`src/design/lisr_pkg.sv`:
```
// Constants, types and helpers for the limit interrupt status block.
`default_nettype none

package lisr_pkg;

  // ----------------------------------------------------------------
  // Register map
  // ----------------------------------------------------------------
  // Register indices; the byte address is four times the index.
  localparam logic [5:0] IDX_FLAGS_A = 6'h00;
  localparam logic [5:0] IDX_FLAGS_B = 6'h01;
  localparam logic [5:0] IDX_MASK_A  = 6'h02;
  localparam logic [5:0] IDX_MASK_B  = 6'h03;
  localparam logic [5:0] IDX_CTRL    = 6'h04;

  localparam logic [7:0] FLAGS_RESET  = 8'h00;
  localparam logic [7:0] MASK_A_RESET = 8'hFF;
  localparam logic [7:0] MASK_B_RESET = 8'h10;
  localparam logic [7:0] CTRL_RESET   = 8'h01;
  // Only bit 4 of the second flag register is implemented.
  localparam logic [7:0] FLAGS_B_USED = 8'h10;

  // ----------------------------------------------------------------
  // Field positions
  // ----------------------------------------------------------------
  localparam int BIT_INT_HIGH   = 0;
  localparam int BIT_INT_LOW    = 1;
  localparam int BIT_EXT_HIGH   = 2;
  localparam int BIT_EXT_LOW    = 3;
  localparam int BIT_FAULT      = 4;
  localparam int BIT_AIN_TWO    = 5;
  localparam int BIT_AIN_THREE  = 6;
  localparam int BIT_AIN_FOUR   = 7;
  localparam int BIT_SUPPLY     = 4;
  localparam int CTRL_EXT_MODE  = 0;
  localparam int CTRL_SOFT_RST  = 1;

  // Power-up values of the external limits, in quarter degrees.
  localparam logic [9:0] EXT_HIGH_DEFAULT = 10'h3FC;
  localparam logic [9:0] EXT_LOW_DEFAULT  = 10'h000;

  // ----------------------------------------------------------------
  // Types
  // ----------------------------------------------------------------
  typedef enum logic [2:0] {
    CH_INT_TEMP    = 3'b000,
    CH_EXT_OR_ANALOG_INPUT_ONE = 3'b001,
    CH_AIN_TWO     = 3'b010,
    CH_AIN_THREE   = 3'b011,
    CH_AIN_FOUR    = 3'b100,
    CH_SUPPLY      = 3'b101
  } lisr_chan_t;

  typedef struct packed {
    logic       valid;
    lisr_chan_t chan;
    logic [9:0] value;
  } lisr_result_t;

  typedef struct packed {
    logic [9:0] high;
    logic [9:0] low;
  } lisr_window_t;

  typedef struct packed {
    lisr_window_t int_temp;
    lisr_window_t ext_temp;
    lisr_window_t analog_input_one;
    lisr_window_t analog_input_two;
    lisr_window_t analog_input_three;
    lisr_window_t analog_input_four;
    lisr_window_t supply_voltage;
  } lisr_limits_t;

  // ----------------------------------------------------------------
  // Helpers
  // ----------------------------------------------------------------
  // Temperatures are twos complement, voltages are unsigned.
  function automatic logic lisr_temp_high(input logic [9:0] v,
                                          input logic [9:0] lim);
    return $signed(v) > $signed(lim);
  endfunction

  function automatic logic lisr_temp_low(input logic [9:0] v,
                                         input logic [9:0] lim);
    return $signed(v) <= $signed(lim);
  endfunction

  function automatic logic lisr_volt_out(input logic [9:0]   v,
                                         input lisr_window_t w);
    return (v > w.high) || (v <= w.low);
  endfunction

endpackage

`default_nettype wire

```
`src/design/lisr_top.sv`:
```
// Limit interrupt status registers with APB access and interrupt output.
//
// Contract
// - A read clears only read flag bits whose condition has gone away.
// - A software reset clears both flag registers whatever is measured.
// - Flag A bit 0 sets when internal temperature is above its high limit.
// - Flag A bit 1 sets when internal temperature is at or under low limit.
// - External mode: flag A bit 2 sets above the external high limit.
// - Analog mode: flag A bit 2 sets when analog input one is out of window.
// - External mode: flag A bit 3 sets at or under the external low limit.
// - External mode: flag A bit 4 sets on an open or short fault of the external sensor.
// - Flag A bit 5 sets when analog input two is out of its window.
// - Flag A bit 6 sets when analog input three is out of its window.
// - Flag A bit 7 sets when analog input four is out of its window.
// - Flag B bit 4 sets on supply voltage out of window; others unused.
// - At reset every flag bit is zero.
// - Any set flag bit can drive the interrupt output active.
//
// Implementation choice: register access over APB.
`default_nettype none

module lisr_top (
  input  wire logic                  pclk,
  input  wire logic                  presetn,
  input  wire logic                  psel,
  input  wire logic                  penable,
  input  wire logic                  pwrite,
  input  wire logic [7:0]            paddr,
  input  wire logic [31:0]           pwdata,
  output var  logic [31:0]           prdata,
  output var  logic                  pready,
  output var  logic                  pslverr,
  input  wire lisr_pkg::lisr_result_t result,
  input  wire lisr_pkg::lisr_limits_t limits,
  input  wire logic                  sensor_fault,
  output var  logic                  irq
);
  import lisr_pkg::*;

  // ----------------------------------------------------------------
  // State
  // ----------------------------------------------------------------
  logic [7:0]  flags_a_reg;
  logic [7:0]  flags_a_next;
  logic [7:0]  flags_b_reg;
  logic [7:0]  flags_b_next;
  logic [7:0]  cond_a_reg;
  logic [7:0]  cond_a_next;
  logic [7:0]  cond_b_reg;
  logic [7:0]  cond_b_next;
  logic [7:0]  mask_a_reg;
  logic [7:0]  mask_b_reg;
  logic [7:0]  ctrl_reg;
  logic [31:0] prdata_reg;
  logic        pslverr_reg;
  logic        irq_reg;

  logic [7:0]  meas_a;
  logic [7:0]  meas_b;
  logic [7:0]  lvl_a;
  logic [7:0]  lvl_b;
  logic [7:0]  hit_a;
  logic [7:0]  hit_b;
  logic [7:0]  clr_a;
  logic [7:0]  clr_b;
  logic [7:0]  rd_value;
  logic        ext_mode;

  // ----------------------------------------------------------------
  // APB decode
  // ----------------------------------------------------------------
  logic       setup_ph;
  logic       access_ph;
  logic       aligned;
  logic [5:0] reg_index;
  logic       mapped;
  logic       rd_take_a;
  logic       rd_take_b;
  logic       wr_take;
  logic       soft_reset;

  assign setup_ph   = psel && !penable;
  assign access_ph  = psel && penable;
  assign aligned    = (paddr[1:0] == 2'b00);
  assign reg_index  = paddr[7:2];
  assign mapped     = aligned && (reg_index <= IDX_CTRL);
  assign rd_take_a  = access_ph && !pwrite && aligned &&
                      (reg_index == IDX_FLAGS_A);
  assign rd_take_b  = access_ph && !pwrite && aligned &&
                      (reg_index == IDX_FLAGS_B);
  assign wr_take    = access_ph && pwrite && mapped;
  // The reset bit is a write strobe and never stored.
  assign soft_reset = wr_take && (reg_index == IDX_CTRL) &&
                      pwdata[CTRL_SOFT_RST];
  assign ext_mode   = ctrl_reg[CTRL_EXT_MODE];

  // ----------------------------------------------------------------
  // Limit comparison
  // ----------------------------------------------------------------
  always_comb begin
    meas_a = 8'h00;
    meas_b = 8'h00;
    lvl_a  = 8'h00;
    lvl_b  = 8'h00;
    // The fault line is watched on every cycle in external mode.
    meas_a[BIT_FAULT] = 1'b1;
    lvl_a[BIT_FAULT]  = sensor_fault && ext_mode;
    if (result.valid) begin
      case (result.chan)
        CH_INT_TEMP: begin
          meas_a[BIT_INT_HIGH] = 1'b1;
          meas_a[BIT_INT_LOW]  = 1'b1;
          lvl_a[BIT_INT_HIGH]  = lisr_temp_high(result.value,
                                   limits.int_temp.high);
          lvl_a[BIT_INT_LOW]   = lisr_temp_low(result.value,
                                   limits.int_temp.low);
        end
        CH_EXT_OR_ANALOG_INPUT_ONE: begin
          meas_a[BIT_EXT_HIGH] = 1'b1;
          meas_a[BIT_EXT_LOW]  = 1'b1;
          if (ext_mode) begin
            lvl_a[BIT_EXT_HIGH] = lisr_temp_high(result.value,
                                    limits.ext_temp.high);
            lvl_a[BIT_EXT_LOW]  = lisr_temp_low(result.value,
                                    limits.ext_temp.low);
          end else begin
            // No external reading exists in this mode, so bit 3 stays quiet.
            lvl_a[BIT_EXT_HIGH] = lisr_volt_out(result.value,
                                    limits.analog_input_one);
          end
        end
        CH_AIN_TWO: begin
          meas_a[BIT_AIN_TWO] = 1'b1;
          lvl_a[BIT_AIN_TWO]  = lisr_volt_out(result.value,
                                  limits.analog_input_two);
        end
        CH_AIN_THREE: begin
          meas_a[BIT_AIN_THREE] = 1'b1;
          lvl_a[BIT_AIN_THREE]  = lisr_volt_out(result.value,
                                    limits.analog_input_three);
        end
        CH_AIN_FOUR: begin
          meas_a[BIT_AIN_FOUR] = 1'b1;
          lvl_a[BIT_AIN_FOUR]  = lisr_volt_out(result.value,
                                   limits.analog_input_four);
        end
        CH_SUPPLY: begin
          meas_b[BIT_SUPPLY] = 1'b1;
          lvl_b[BIT_SUPPLY]  = lisr_volt_out(result.value,
                                 limits.supply_voltage);
        end
        default: begin
          meas_a = meas_a;
        end
      endcase
    end
  end

  assign hit_a       = lvl_a & meas_a;
  assign hit_b       = lvl_b & meas_b & FLAGS_B_USED;
  assign cond_a_next = (cond_a_reg & ~meas_a) | hit_a;
  assign cond_b_next = (cond_b_reg & ~meas_b) | hit_b;

  // ----------------------------------------------------------------
  // Flag registers
  // ----------------------------------------------------------------
  // Only bits that the host actually saw in this read may clear; a bit
  // that rose after the read data was latched survives until the next read.
  assign clr_a = rd_take_a ? (prdata_reg[7:0] & ~cond_a_next) : 8'h00;
  assign clr_b = rd_take_b ? (prdata_reg[7:0] & ~cond_b_next) : 8'h00;

  // A new event wins over a read clear; a software reset wins over all.
  assign flags_a_next = soft_reset ? FLAGS_RESET :
                        ((flags_a_reg & ~clr_a) | hit_a);
  assign flags_b_next = soft_reset ? FLAGS_RESET :
                        (((flags_b_reg & ~clr_b) | hit_b) &
                         FLAGS_B_USED);

  always_ff @(posedge pclk or negedge presetn) begin
    if (!presetn) begin
      flags_a_reg <= FLAGS_RESET;
      flags_b_reg <= FLAGS_RESET;
    end else begin
      flags_a_reg <= flags_a_next;
      flags_b_reg <= flags_b_next;
    end
  end

  always_ff @(posedge pclk or negedge presetn) begin
    if (!presetn) begin
      cond_a_reg <= 8'h00;
      cond_b_reg <= 8'h00;
    end else begin
      cond_a_reg <= cond_a_next;
      cond_b_reg <= cond_b_next;
    end
  end

  // ----------------------------------------------------------------
  // Software registers
  // ----------------------------------------------------------------
  // Writes to the flag registers fall through here unmatched.
  always_ff @(posedge pclk or negedge presetn) begin
    if (!presetn) begin
      mask_a_reg <= MASK_A_RESET;
      mask_b_reg <= MASK_B_RESET;
      ctrl_reg   <= CTRL_RESET;
    end else if (wr_take) begin
      case (reg_index)
        IDX_MASK_A: begin
          mask_a_reg <= pwdata[7:0];
        end
        IDX_MASK_B: begin
          mask_b_reg <= pwdata[7:0] & FLAGS_B_USED;
        end
        IDX_CTRL: begin
          ctrl_reg[CTRL_EXT_MODE] <= pwdata[CTRL_EXT_MODE];
        end
        default: begin
          ctrl_reg <= ctrl_reg;
        end
      endcase
    end
  end

  // ----------------------------------------------------------------
  // Read path
  // ----------------------------------------------------------------
  always_comb begin
    rd_value = 8'h00;
    case (reg_index)
      IDX_FLAGS_A: rd_value = flags_a_reg;
      IDX_FLAGS_B: rd_value = flags_b_reg & FLAGS_B_USED;
      IDX_MASK_A:  rd_value = mask_a_reg;
      IDX_MASK_B:  rd_value = mask_b_reg;
      IDX_CTRL:    rd_value = ctrl_reg & 8'h01;
      default:     rd_value = 8'h00;
    endcase
    if (!aligned) begin
      rd_value = 8'h00;
    end
  end

  // Data and error are latched in the setup phase so that the access
  // phase can finish at once with registered outputs.
  always_ff @(posedge pclk or negedge presetn) begin
    if (!presetn) begin
      prdata_reg  <= 32'h0000_0000;
      pslverr_reg <= 1'b0;
    end else if (setup_ph) begin
      prdata_reg  <= {24'h00_0000, rd_value};
      pslverr_reg <= !mapped;
    end
  end

  assign prdata  = prdata_reg;
  assign pslverr = pslverr_reg;
  assign pready  = 1'b1;

  // ----------------------------------------------------------------
  // Interrupt output
  // ----------------------------------------------------------------
  always_ff @(posedge pclk or negedge presetn) begin
    if (!presetn) begin
      irq_reg <= 1'b0;
    end else begin
      irq_reg <= |(flags_a_next & mask_a_reg) |
                 |(flags_b_next & mask_b_reg);
    end
  end

  assign irq = irq_reg;

  // ----------------------------------------------------------------
  // Assertions
  // ----------------------------------------------------------------
  a_read_keeps_live: assert property (
    @(posedge pclk) disable iff (!presetn)
    (rd_take_a && !soft_reset) |=>
      ((flags_a_reg & $past(prdata_reg[7:0] & cond_a_next)) ==
       $past(prdata_reg[7:0] & cond_a_next)))
    else $error("flag with live condition cleared by read");

  a_read_clears_gone: assert property (
    @(posedge pclk) disable iff (!presetn)
    (rd_take_a && (hit_a == 8'h00)) |=>
      ((flags_a_reg & $past(prdata_reg[7:0] & ~cond_a_next)) == 8'h00))
    else $error("corrected flag not cleared by read");

  a_soft_reset_all: assert property (
    @(posedge pclk) disable iff (!presetn)
    soft_reset |=> (flags_a_reg == 8'h00) && (flags_b_reg == 8'h00))
    else $error("software reset left a flag set");

  a_int_high_set: assert property (
    @(posedge pclk) disable iff (!presetn)
    (result.valid && result.chan == CH_INT_TEMP && !soft_reset &&
     ($signed(result.value) > $signed(limits.int_temp.high)))
      |=> flags_a_reg[BIT_INT_HIGH])
    else $error("internal high event not flagged");

  a_int_low_set: assert property (
    @(posedge pclk) disable iff (!presetn)
    (result.valid && result.chan == CH_INT_TEMP && !soft_reset &&
     ($signed(result.value) <= $signed(limits.int_temp.low)))
      |=> flags_a_reg[BIT_INT_LOW])
    else $error("internal low event not flagged");

  a_ext_high_set: assert property (
    @(posedge pclk) disable iff (!presetn)
    (result.valid && result.chan == CH_EXT_OR_ANALOG_INPUT_ONE && ext_mode &&
     !soft_reset &&
     ($signed(result.value) > $signed(limits.ext_temp.high)))
      |=> flags_a_reg[BIT_EXT_HIGH])
    else $error("external high event not flagged");

  a_ain_one_set: assert property (
    @(posedge pclk) disable iff (!presetn)
    (result.valid && result.chan == CH_EXT_OR_ANALOG_INPUT_ONE && !ext_mode &&
     !soft_reset &&
     ((result.value > limits.analog_input_one.high) ||
      (result.value <= limits.analog_input_one.low)))
      |=> flags_a_reg[BIT_EXT_HIGH])
    else $error("analog input one event not flagged");

  a_ext_low_set: assert property (
    @(posedge pclk) disable iff (!presetn)
    (result.valid && result.chan == CH_EXT_OR_ANALOG_INPUT_ONE && ext_mode &&
     !soft_reset &&
     ($signed(result.value) <= $signed(limits.ext_temp.low)))
      |=> flags_a_reg[BIT_EXT_LOW])
    else $error("external low event not flagged");

  a_fault_set: assert property (
    @(posedge pclk) disable iff (!presetn)
    (sensor_fault && ext_mode && !soft_reset)
      |=> flags_a_reg[BIT_FAULT])
    else $error("sensor fault not flagged");

  a_ain_two_set: assert property (
    @(posedge pclk) disable iff (!presetn)
    (result.valid && result.chan == CH_AIN_TWO && !soft_reset &&
     ((result.value > limits.analog_input_two.high) ||
      (result.value <= limits.analog_input_two.low)))
      |=> flags_a_reg[BIT_AIN_TWO])
    else $error("analog input two event not flagged");

  a_ain_three_set: assert property (
    @(posedge pclk) disable iff (!presetn)
    (result.valid && result.chan == CH_AIN_THREE && !soft_reset &&
     ((result.value > limits.analog_input_three.high) ||
      (result.value <= limits.analog_input_three.low)))
      |=> flags_a_reg[BIT_AIN_THREE])
    else $error("analog input three event not flagged");

  a_ain_four_set: assert property (
    @(posedge pclk) disable iff (!presetn)
    (result.valid && result.chan == CH_AIN_FOUR && !soft_reset &&
     ((result.value > limits.analog_input_four.high) ||
      (result.value <= limits.analog_input_four.low)))
      |=> flags_a_reg[BIT_AIN_FOUR])
    else $error("analog input four event not flagged");

  a_supply_set: assert property (
    @(posedge pclk) disable iff (!presetn)
    (result.valid && result.chan == CH_SUPPLY && !soft_reset &&
     ((result.value > limits.supply_voltage.high) ||
      (result.value <= limits.supply_voltage.low)))
      |=> flags_b_reg[BIT_SUPPLY])
    else $error("supply event not flagged");

  a_irq_follows: assert property (
    @(posedge pclk) disable iff (!presetn)
    ((flags_a_reg & mask_a_reg) != 8'h00) ##1
      ((flags_a_reg & mask_a_reg) != 8'h00) |-> irq)
    else $error("unmasked flag does not drive irq");

  a_unused_zero: assert property (
    @(posedge pclk) disable iff (!presetn)
    (setup_ph && !pwrite && aligned && reg_index == IDX_FLAGS_B)
      |=> (prdata_reg[31:0] & ~{24'h00_0000, FLAGS_B_USED}) == 32'h0)
    else $error("unused flag bits read nonzero");

endmodule

`default_nettype wire

```
`config.mk`:
```
export PLATFORM = sky130hd
export DESIGN_NAME = lisr_top
export DESIGN_NICKNAME = d
export VERILOG_FILES = /design/src/design/lisr_pkg.sv /design/src/design/lisr_top.sv
export SDC_FILE = /design/constraint.sdc
export NUM_CORES = 1
export LEC_CHECK = 0
export BUFFER_PORTS_ARGS = -buffer_cell sky130_fd_sc_hd__buf_2
export CORE_ASPECT_RATIO = 1.4
export CORE_UTILIZATION = 40
export CTS_CLUSTER_DIAMETER = 200
export CTS_CLUSTER_SIZE = 16
export DETAILED_ROUTE_END_ITERATION = 12
export PLACE_DENSITY = 0.69
export SLEW_MARGIN = 0
export SYNTH_ARGS = -nofsm -noshare
export SYNTH_HDL_FRONTEND = slang
export SYNTH_SLANG_ARGS = --single-unit
```
`constraint.sdc`:
```
create_clock -name pclk -period 2.6 [get_ports pclk]
set_clock_uncertainty 0.2 [all_clocks]
set_input_delay 0 -clock pclk [delete_from_list [all_inputs] [get_ports pclk]]
set_output_delay 0 -clock pclk [all_outputs]
set_load 0.02 [all_outputs]
```
* Yosys cells after proc, flatten, opt, wreduce, memory -nomap -nowiden *
Index checks and enable logic that the tools add are counted.

storage, ports and cells
  register bits = 49
  word-level logic and storage cells = 108

operators by class
  magnitude comparators = 15
  equal/unequal tests = 9
  multiplexer cells = 25
  bitwise operators = 21
  reductions and logical operators = 28

operators by type and width
  kind                  number
  $gt A10 B10 Y1        7
  $le A10 B10 Y1        7
  $and A8 B8 Y8         6
  $pmux W8 S5           1
  $mux W8               4
  $not A8 Y8            3
  $and A5 B5 Y5         4
  $or A8 B8 Y8          2
  $reduce_or A8 Y1      2
  $eq A6 B2 Y1 const B  2
  $logic_and A1 B1 Y1   12
  $mux W1               12
  $mux W5               2
  $not A5 Y5            2
  $mux W2               4
  $not A5 Y8            1
  $or A8 B5 Y8          1
  $eq A3 B2 Y1 const B  2
  $eq A3 B3 Y1 const B  2
  $eq A6 B1 Y1 const B  1
  $eq A6 B3 Y1 const B  1
  $le A6 B3 Y1 const B  1
  $logic_not A6 Y1      1
  $reduce_and A2 Y1     3
  9 further kinds       15

* Logic depth before layout (Yosys ltp) *
  depth in word-level cells = 17
  depth in mapped cells = 9
  depth with buffers taken out = 9

* Worst setup path before layout *
No wires, ideal clock.

  kind = input to register
  start = input paddr[7]
  end = register irq_reg (netlist: irq)
  arrival time = 1,885 ps
  required time = 2,261 ps
  setup slack = 376 ps
  cell stages on the path = 7
  path buffers = 0
  cell sequence = or4_4 nor4b_4 nand3_1 and4_4 a211o_1 a311oi_1 nand3_1

between the ends
  cells in the longest elaborated chain, start to end = 10
  elaborated cells between the ends (all ways) = 25

RTL lines
  item                                                                  line             source
  from (decl)                                                           lisr_top.sv:28   input wire logic [7:0] paddr,
  parallel branches: the longest is 9 deep, another holds $le A6 B3 Y1  --
  $or A1 B1 Y1 (*)                                                      lisr_top.sv:268  |(flags_b_next & mask_b_reg);
  to (signal assigned)                                                  lisr_top.sv:267  irq_reg <= |(flags_a_next & mask_a_reg) |
  to (decl)                                                             lisr_top.sv:56   logic irq_reg;

Mark *: on every way between the ends.
A chain may end at the register's enable or synchronous reset.

* Worst setup path after layout *
  start = input result[12] (netlist name)
  end = register irq_reg (netlist: irq)

between the ends
  cells in the longest elaborated chain, start to end = 16
  elaborated cells between the ends (all ways) = 50

RTL lines
  item                  line             source
  from (decl)           lisr_top.sv:33   input wire lisr_pkg::lisr_result_t result,
  $eq A3 B3 Y1 (*)      lisr_top.sv:109  case (result.chan)
  $mux W1               lisr_top.sv:109
  $mux W1               lisr_top.sv:108  if (result.valid) begin
  $not A5 Y8            lisr_top.sv:162  assign cond_b_next = (cond_b_reg & ~meas_b) | hit_b;
  $and A8 B8 Y8         lisr_top.sv:162
  $or A8 B5 Y8          lisr_top.sv:162
  $not A5 Y5            lisr_top.sv:170  assign clr_b = rd_take_b ? (prdata_reg[7:0] & ~cond_b_next) : 8'h00;
  $and A5 B5 Y5         lisr_top.sv:170
  $mux W5               lisr_top.sv:170
  $not A5 Y5            lisr_top.sv:176  (((flags_b_reg & ~clr_b) | hit_b) &
  $and A5 B5 Y5         lisr_top.sv:176
  $or A5 B5 Y5 (*)      lisr_top.sv:176
  $mux W5 (*)           lisr_top.sv:175  assign flags_b_next = soft_reset ? FLAGS_RESET :
  net flags_b_next[4]   lisr_top.sv:46   logic [7:0] flags_b_next;
  $and A5 B5 Y5 (*)     lisr_top.sv:268
  $reduce_or A8 Y1 (*)  lisr_top.sv:268
  $or A1 B1 Y1 (*)      lisr_top.sv:268

Mark *: on every way through the listed nets, which the timed path passes. The rest lies on a longest branch.

==> results by group <==
Route
  – Via-to-Cell Ratio: 5.16
  – ANT nets after route: 0
  – Wire per inst: 14.9 µm
  – Detailed Route Iter0 Violations: 180
  – DRC: 0
  – Vias: 5737
  – Final wirelength: 16600 µm
  – Pre-Repair DR Iteration Count: 5

Finish
  – Layout cell share with drive strength beyond 1: 26.7%
  – Nets: 1265
  – Commonest non-fill, non-tap cell in the layout: buf_2
  – Layout Cells excl Fill: 1112
  – Highest-count cells in the layout ignoring fill and taps: buf_2, inv_1, ha_1
  – Fill count: 1380
  – Area growth syn-to-layout: 28.5%

Min path
  – Worst hold-check path type: in2reg
  – Hold Startpoint: result[11]
  – Hold path endpoint: cond_a_reg[6]$_DFF_PN0_
  – Hold path cells: 4

Floorplan
  – CORE AREA: 13800 µm²
  – I/O pin count: 235
  – Height of the die: 142 µm
  – Die width: 102 µm
  – Rows: 51
  – Initial Util: 40.7%
  – Die Area: 14600 µm²

STA
  – Max_slew headroom: 44.0%
  – Final worst path period share: 90.6%
  – RSZ-0062 raised after global routing: false
  – Final min period: 2.35 ns
  – Worst slew pin tran: 0.840 ns
  – Setup Viol. Count Final: 0
  – Worst hold slack: -0.0177 ns
  – Setup TNS: 0 ns
  – Achievable Freq: 425 MHz
  – Final Hold Fails: 1
  – Max-slew violation count: 0

Setup path
  – Worst reg2reg path depth: 7
  – Worst EP required: 2.54 ns
  – Worst path bufs/invs: 2
  – Worst path most repeated cell: nand3_1
  – Crit path kind: in2reg
  – Crit-path max FO: 8
  – Critical Path Sink Type: flip-flop
  – Critical path's slowest cell: dlygate4sd3_1
  – Setup crit start kind: primary input
  – Crit path cell chain: dlygate4sd3_1 -> buf_2 -> and4b_1 -> nand2b_1 -> nand3_1 -> o311ai_1 -> o211ai_1 -> a222oi_1 -> nand3_1
  – Flop2flop setup slack: 0.52 ns
  – CP max stage delay: 0.53 ns
  – Crit path max-delay family: compound AO/OA/AOI/OAI gates
  – WP data arrival: 2.30 ns
  – Reg-to-Reg End: irq$_DFF_PN0_
  – Reg-to-reg startpoint: ctrl_reg[0]$_DFFE_PN1P_

Clocking
  – TritonCTS buffer count: 5
  – CTS Root Cell: clkbuf_16
  – CTS Buffer Depth: 2
  – Clock transition at the registers of the reported paths: 0.06 ns
  – CTS tree: yes
  – Clk sinks: 37
  – Worst-Skew Late Latency: 0.28 ns
  – H-Tree Level Count: 2

Logic synthesis
  – Area fraction of the dominant cell type after synthesis: 31.1%
  – Post-synth ARST share: 100%
  – Post-synth EDFFs: 0
  – Main synth FF type: dfrtp_1
  – Netlist cell types: 61
  – Yosys top cell by area: ha_1
  – Syn. warnings: 0
  – Post-synthesis register bit count: 37
  – Syn avg cell area: 8.16 µm²
  – Cells after synthesis: 691
  – Seq/Total Area, Yosys: 16.6%
  – Post-Syn Area: 5640 µm²
  – Top cells by area, synth: ha_1, dfrtp_1, inv_1

GRT
  – Vias in the first global route: 5490
  – First-pass GRT wire length: 25700 µm
  – Global route overflow: 0
  – Initial antenna violation count: 1
  – GR Util All Layers: 22.9%
  – Pin count of the biggest net entering global routing: 38

Placement
  – RD Place Congestion: 0.865
  – HPWL after detailed placement: 14000 µm
  – DP Cell Count: 1081
  – I/O Buffers: 185

Flow run
  – Max-cap violations: 0

Power
  – Leak: 4.22 nW
  – P per Cell Area: 291 nW/µm²
  – VDD IR max: 0.446 mV

Status
  – Failing checks: hold timing
  – Status: complete, but fails checks
==> through the flow <==
step	worst slack, ns	hold WS [ns]	power [mW]	util, %	instance area, µm²
after floorplan	0.376	-0.496	1.16	-	5720
after global placement	0.0708	-0.0647	1.47	49.7	6880
after detailed placement	-0.00312	-0.0517	1.49	49.7	6880
after CTS	0.00941	0.00223	2.12	52.2	7230
after global routing	0.0703	0.0128	2.27	52.3	7240
final	0.245	-0.0177	2.10	52.3	7240
==> timing repair <==
action / CTS / global route
buffers inserted: 0 / 2
setup endpoints to repair: 0 / 1
hold endpoints to repair: 42 / 0
hold buffers: 21 / 0
gates resized for setup: 0 / 1
==> synth_stat cells (2+ instances only) <==
master	n
and4_1	7
o311ai_0	2
a222oi_1	2
ha_1	140
o21ai_0	22
a211oi_1	11
o32a_1	2
and4b_1	2
nand2_1	46
nand3_1	21
mux2_2	9
and3_1	5
a31oi_1	3
o21a_1	2
a21boi_0	3
nor2b_1	5
dfstp_2	10
nor3_1	10
and2_1	5
nor4bb_1	3
a311oi_1	3
a2111oi_0	4
inv_1	148
dfrtp_1	27
nor4_1	4
a22o_1	13
or4b_2	3
o211ai_1	10
nand4_1	24
a221oi_1	2
a21oi_1	39
nor2_1	16
a21o_1	19
buf_4	25
a211o_1	4
or4bb_1	3
conb_1	2
nand2b_1	12
==> worst min-delay path, delay by kind of cell <==
family                 cells  cell delay (ns)
buffers and inverters      1             0.14
AND/OR/NAND/NOR            3             0.29
==> worst max path at each step <==
stage	startpoint	endpoint	slack [ns]	cells past startpoint
floorplan	paddr[7]	irq$_DFF_PN0_	0.38	7
global placement	result[3]	irq$_DFF_PN0_	0.07	9
detailed placement	result[5]	irq$_DFF_PN0_	-0.003	10
CTS	result[12]	irq$_DFF_PN0_	0.009	10
global route	result[3]	irq$_DFF_PN0_	0.07	9
finish	result[12]	irq$_DFF_PN0_	0.25	9
==> logic make-up (layout without fill, tap and decap cells) <==
| logic type | count (synthesis) | in the layout | share of synthesized area, % |
|---|---|---|---|
| other | 2 | 26 | 0.133 |
| AO/OA/AOI/OAI | 153 | 153 | 18.8 |
| multiplexers | 11 | 11 | 2.44 |
| AND/OR/NAND/NOR | 173 | 173 | 17.6 |
| buffers and inverters | 175 | 387 | 13.3 |
| flip-flops | 37 | 37 | 16.6 |
| adder cells (fa/ha/maj) | 140 | 140 | 31.1 |
==> final cells by class <==
type	instances	area, µm²	share of cell area, %
Clock inverter	3	21.3	0.294
Inverter	148	556	7.67
Clock buffer	5	125	1.73
Sequential cell	37	938	13.0
Timing Repair Buffer	231	1330	18.4
Antenna cell	1	2.50	0.0346
Multi-Input combinational cell	502	4030	55.7
Tap cell	185	231	3.20
==> metal layers <==
layer	track usage, %	part of all wire [%]
met1	26.5	41
met2	43.3	51
met3	2.16	4.8
met4	6.92	2.6
met5	0	0
==> where the power goes <==
| part | leakage, nW | internal, mW | switching (mW) | total (mW) |
|---|---|---|---|---|
| clock | 0.0702 | 0.356 | 0.245 | 0.602 |
| sequential | 0.430 | 0.626 | 0.0248 | 0.651 |
| combinational | 3.72 | 0.387 | 0.465 | 0.852 |
No activity file was read; power rests on OpenSTA's default activity.
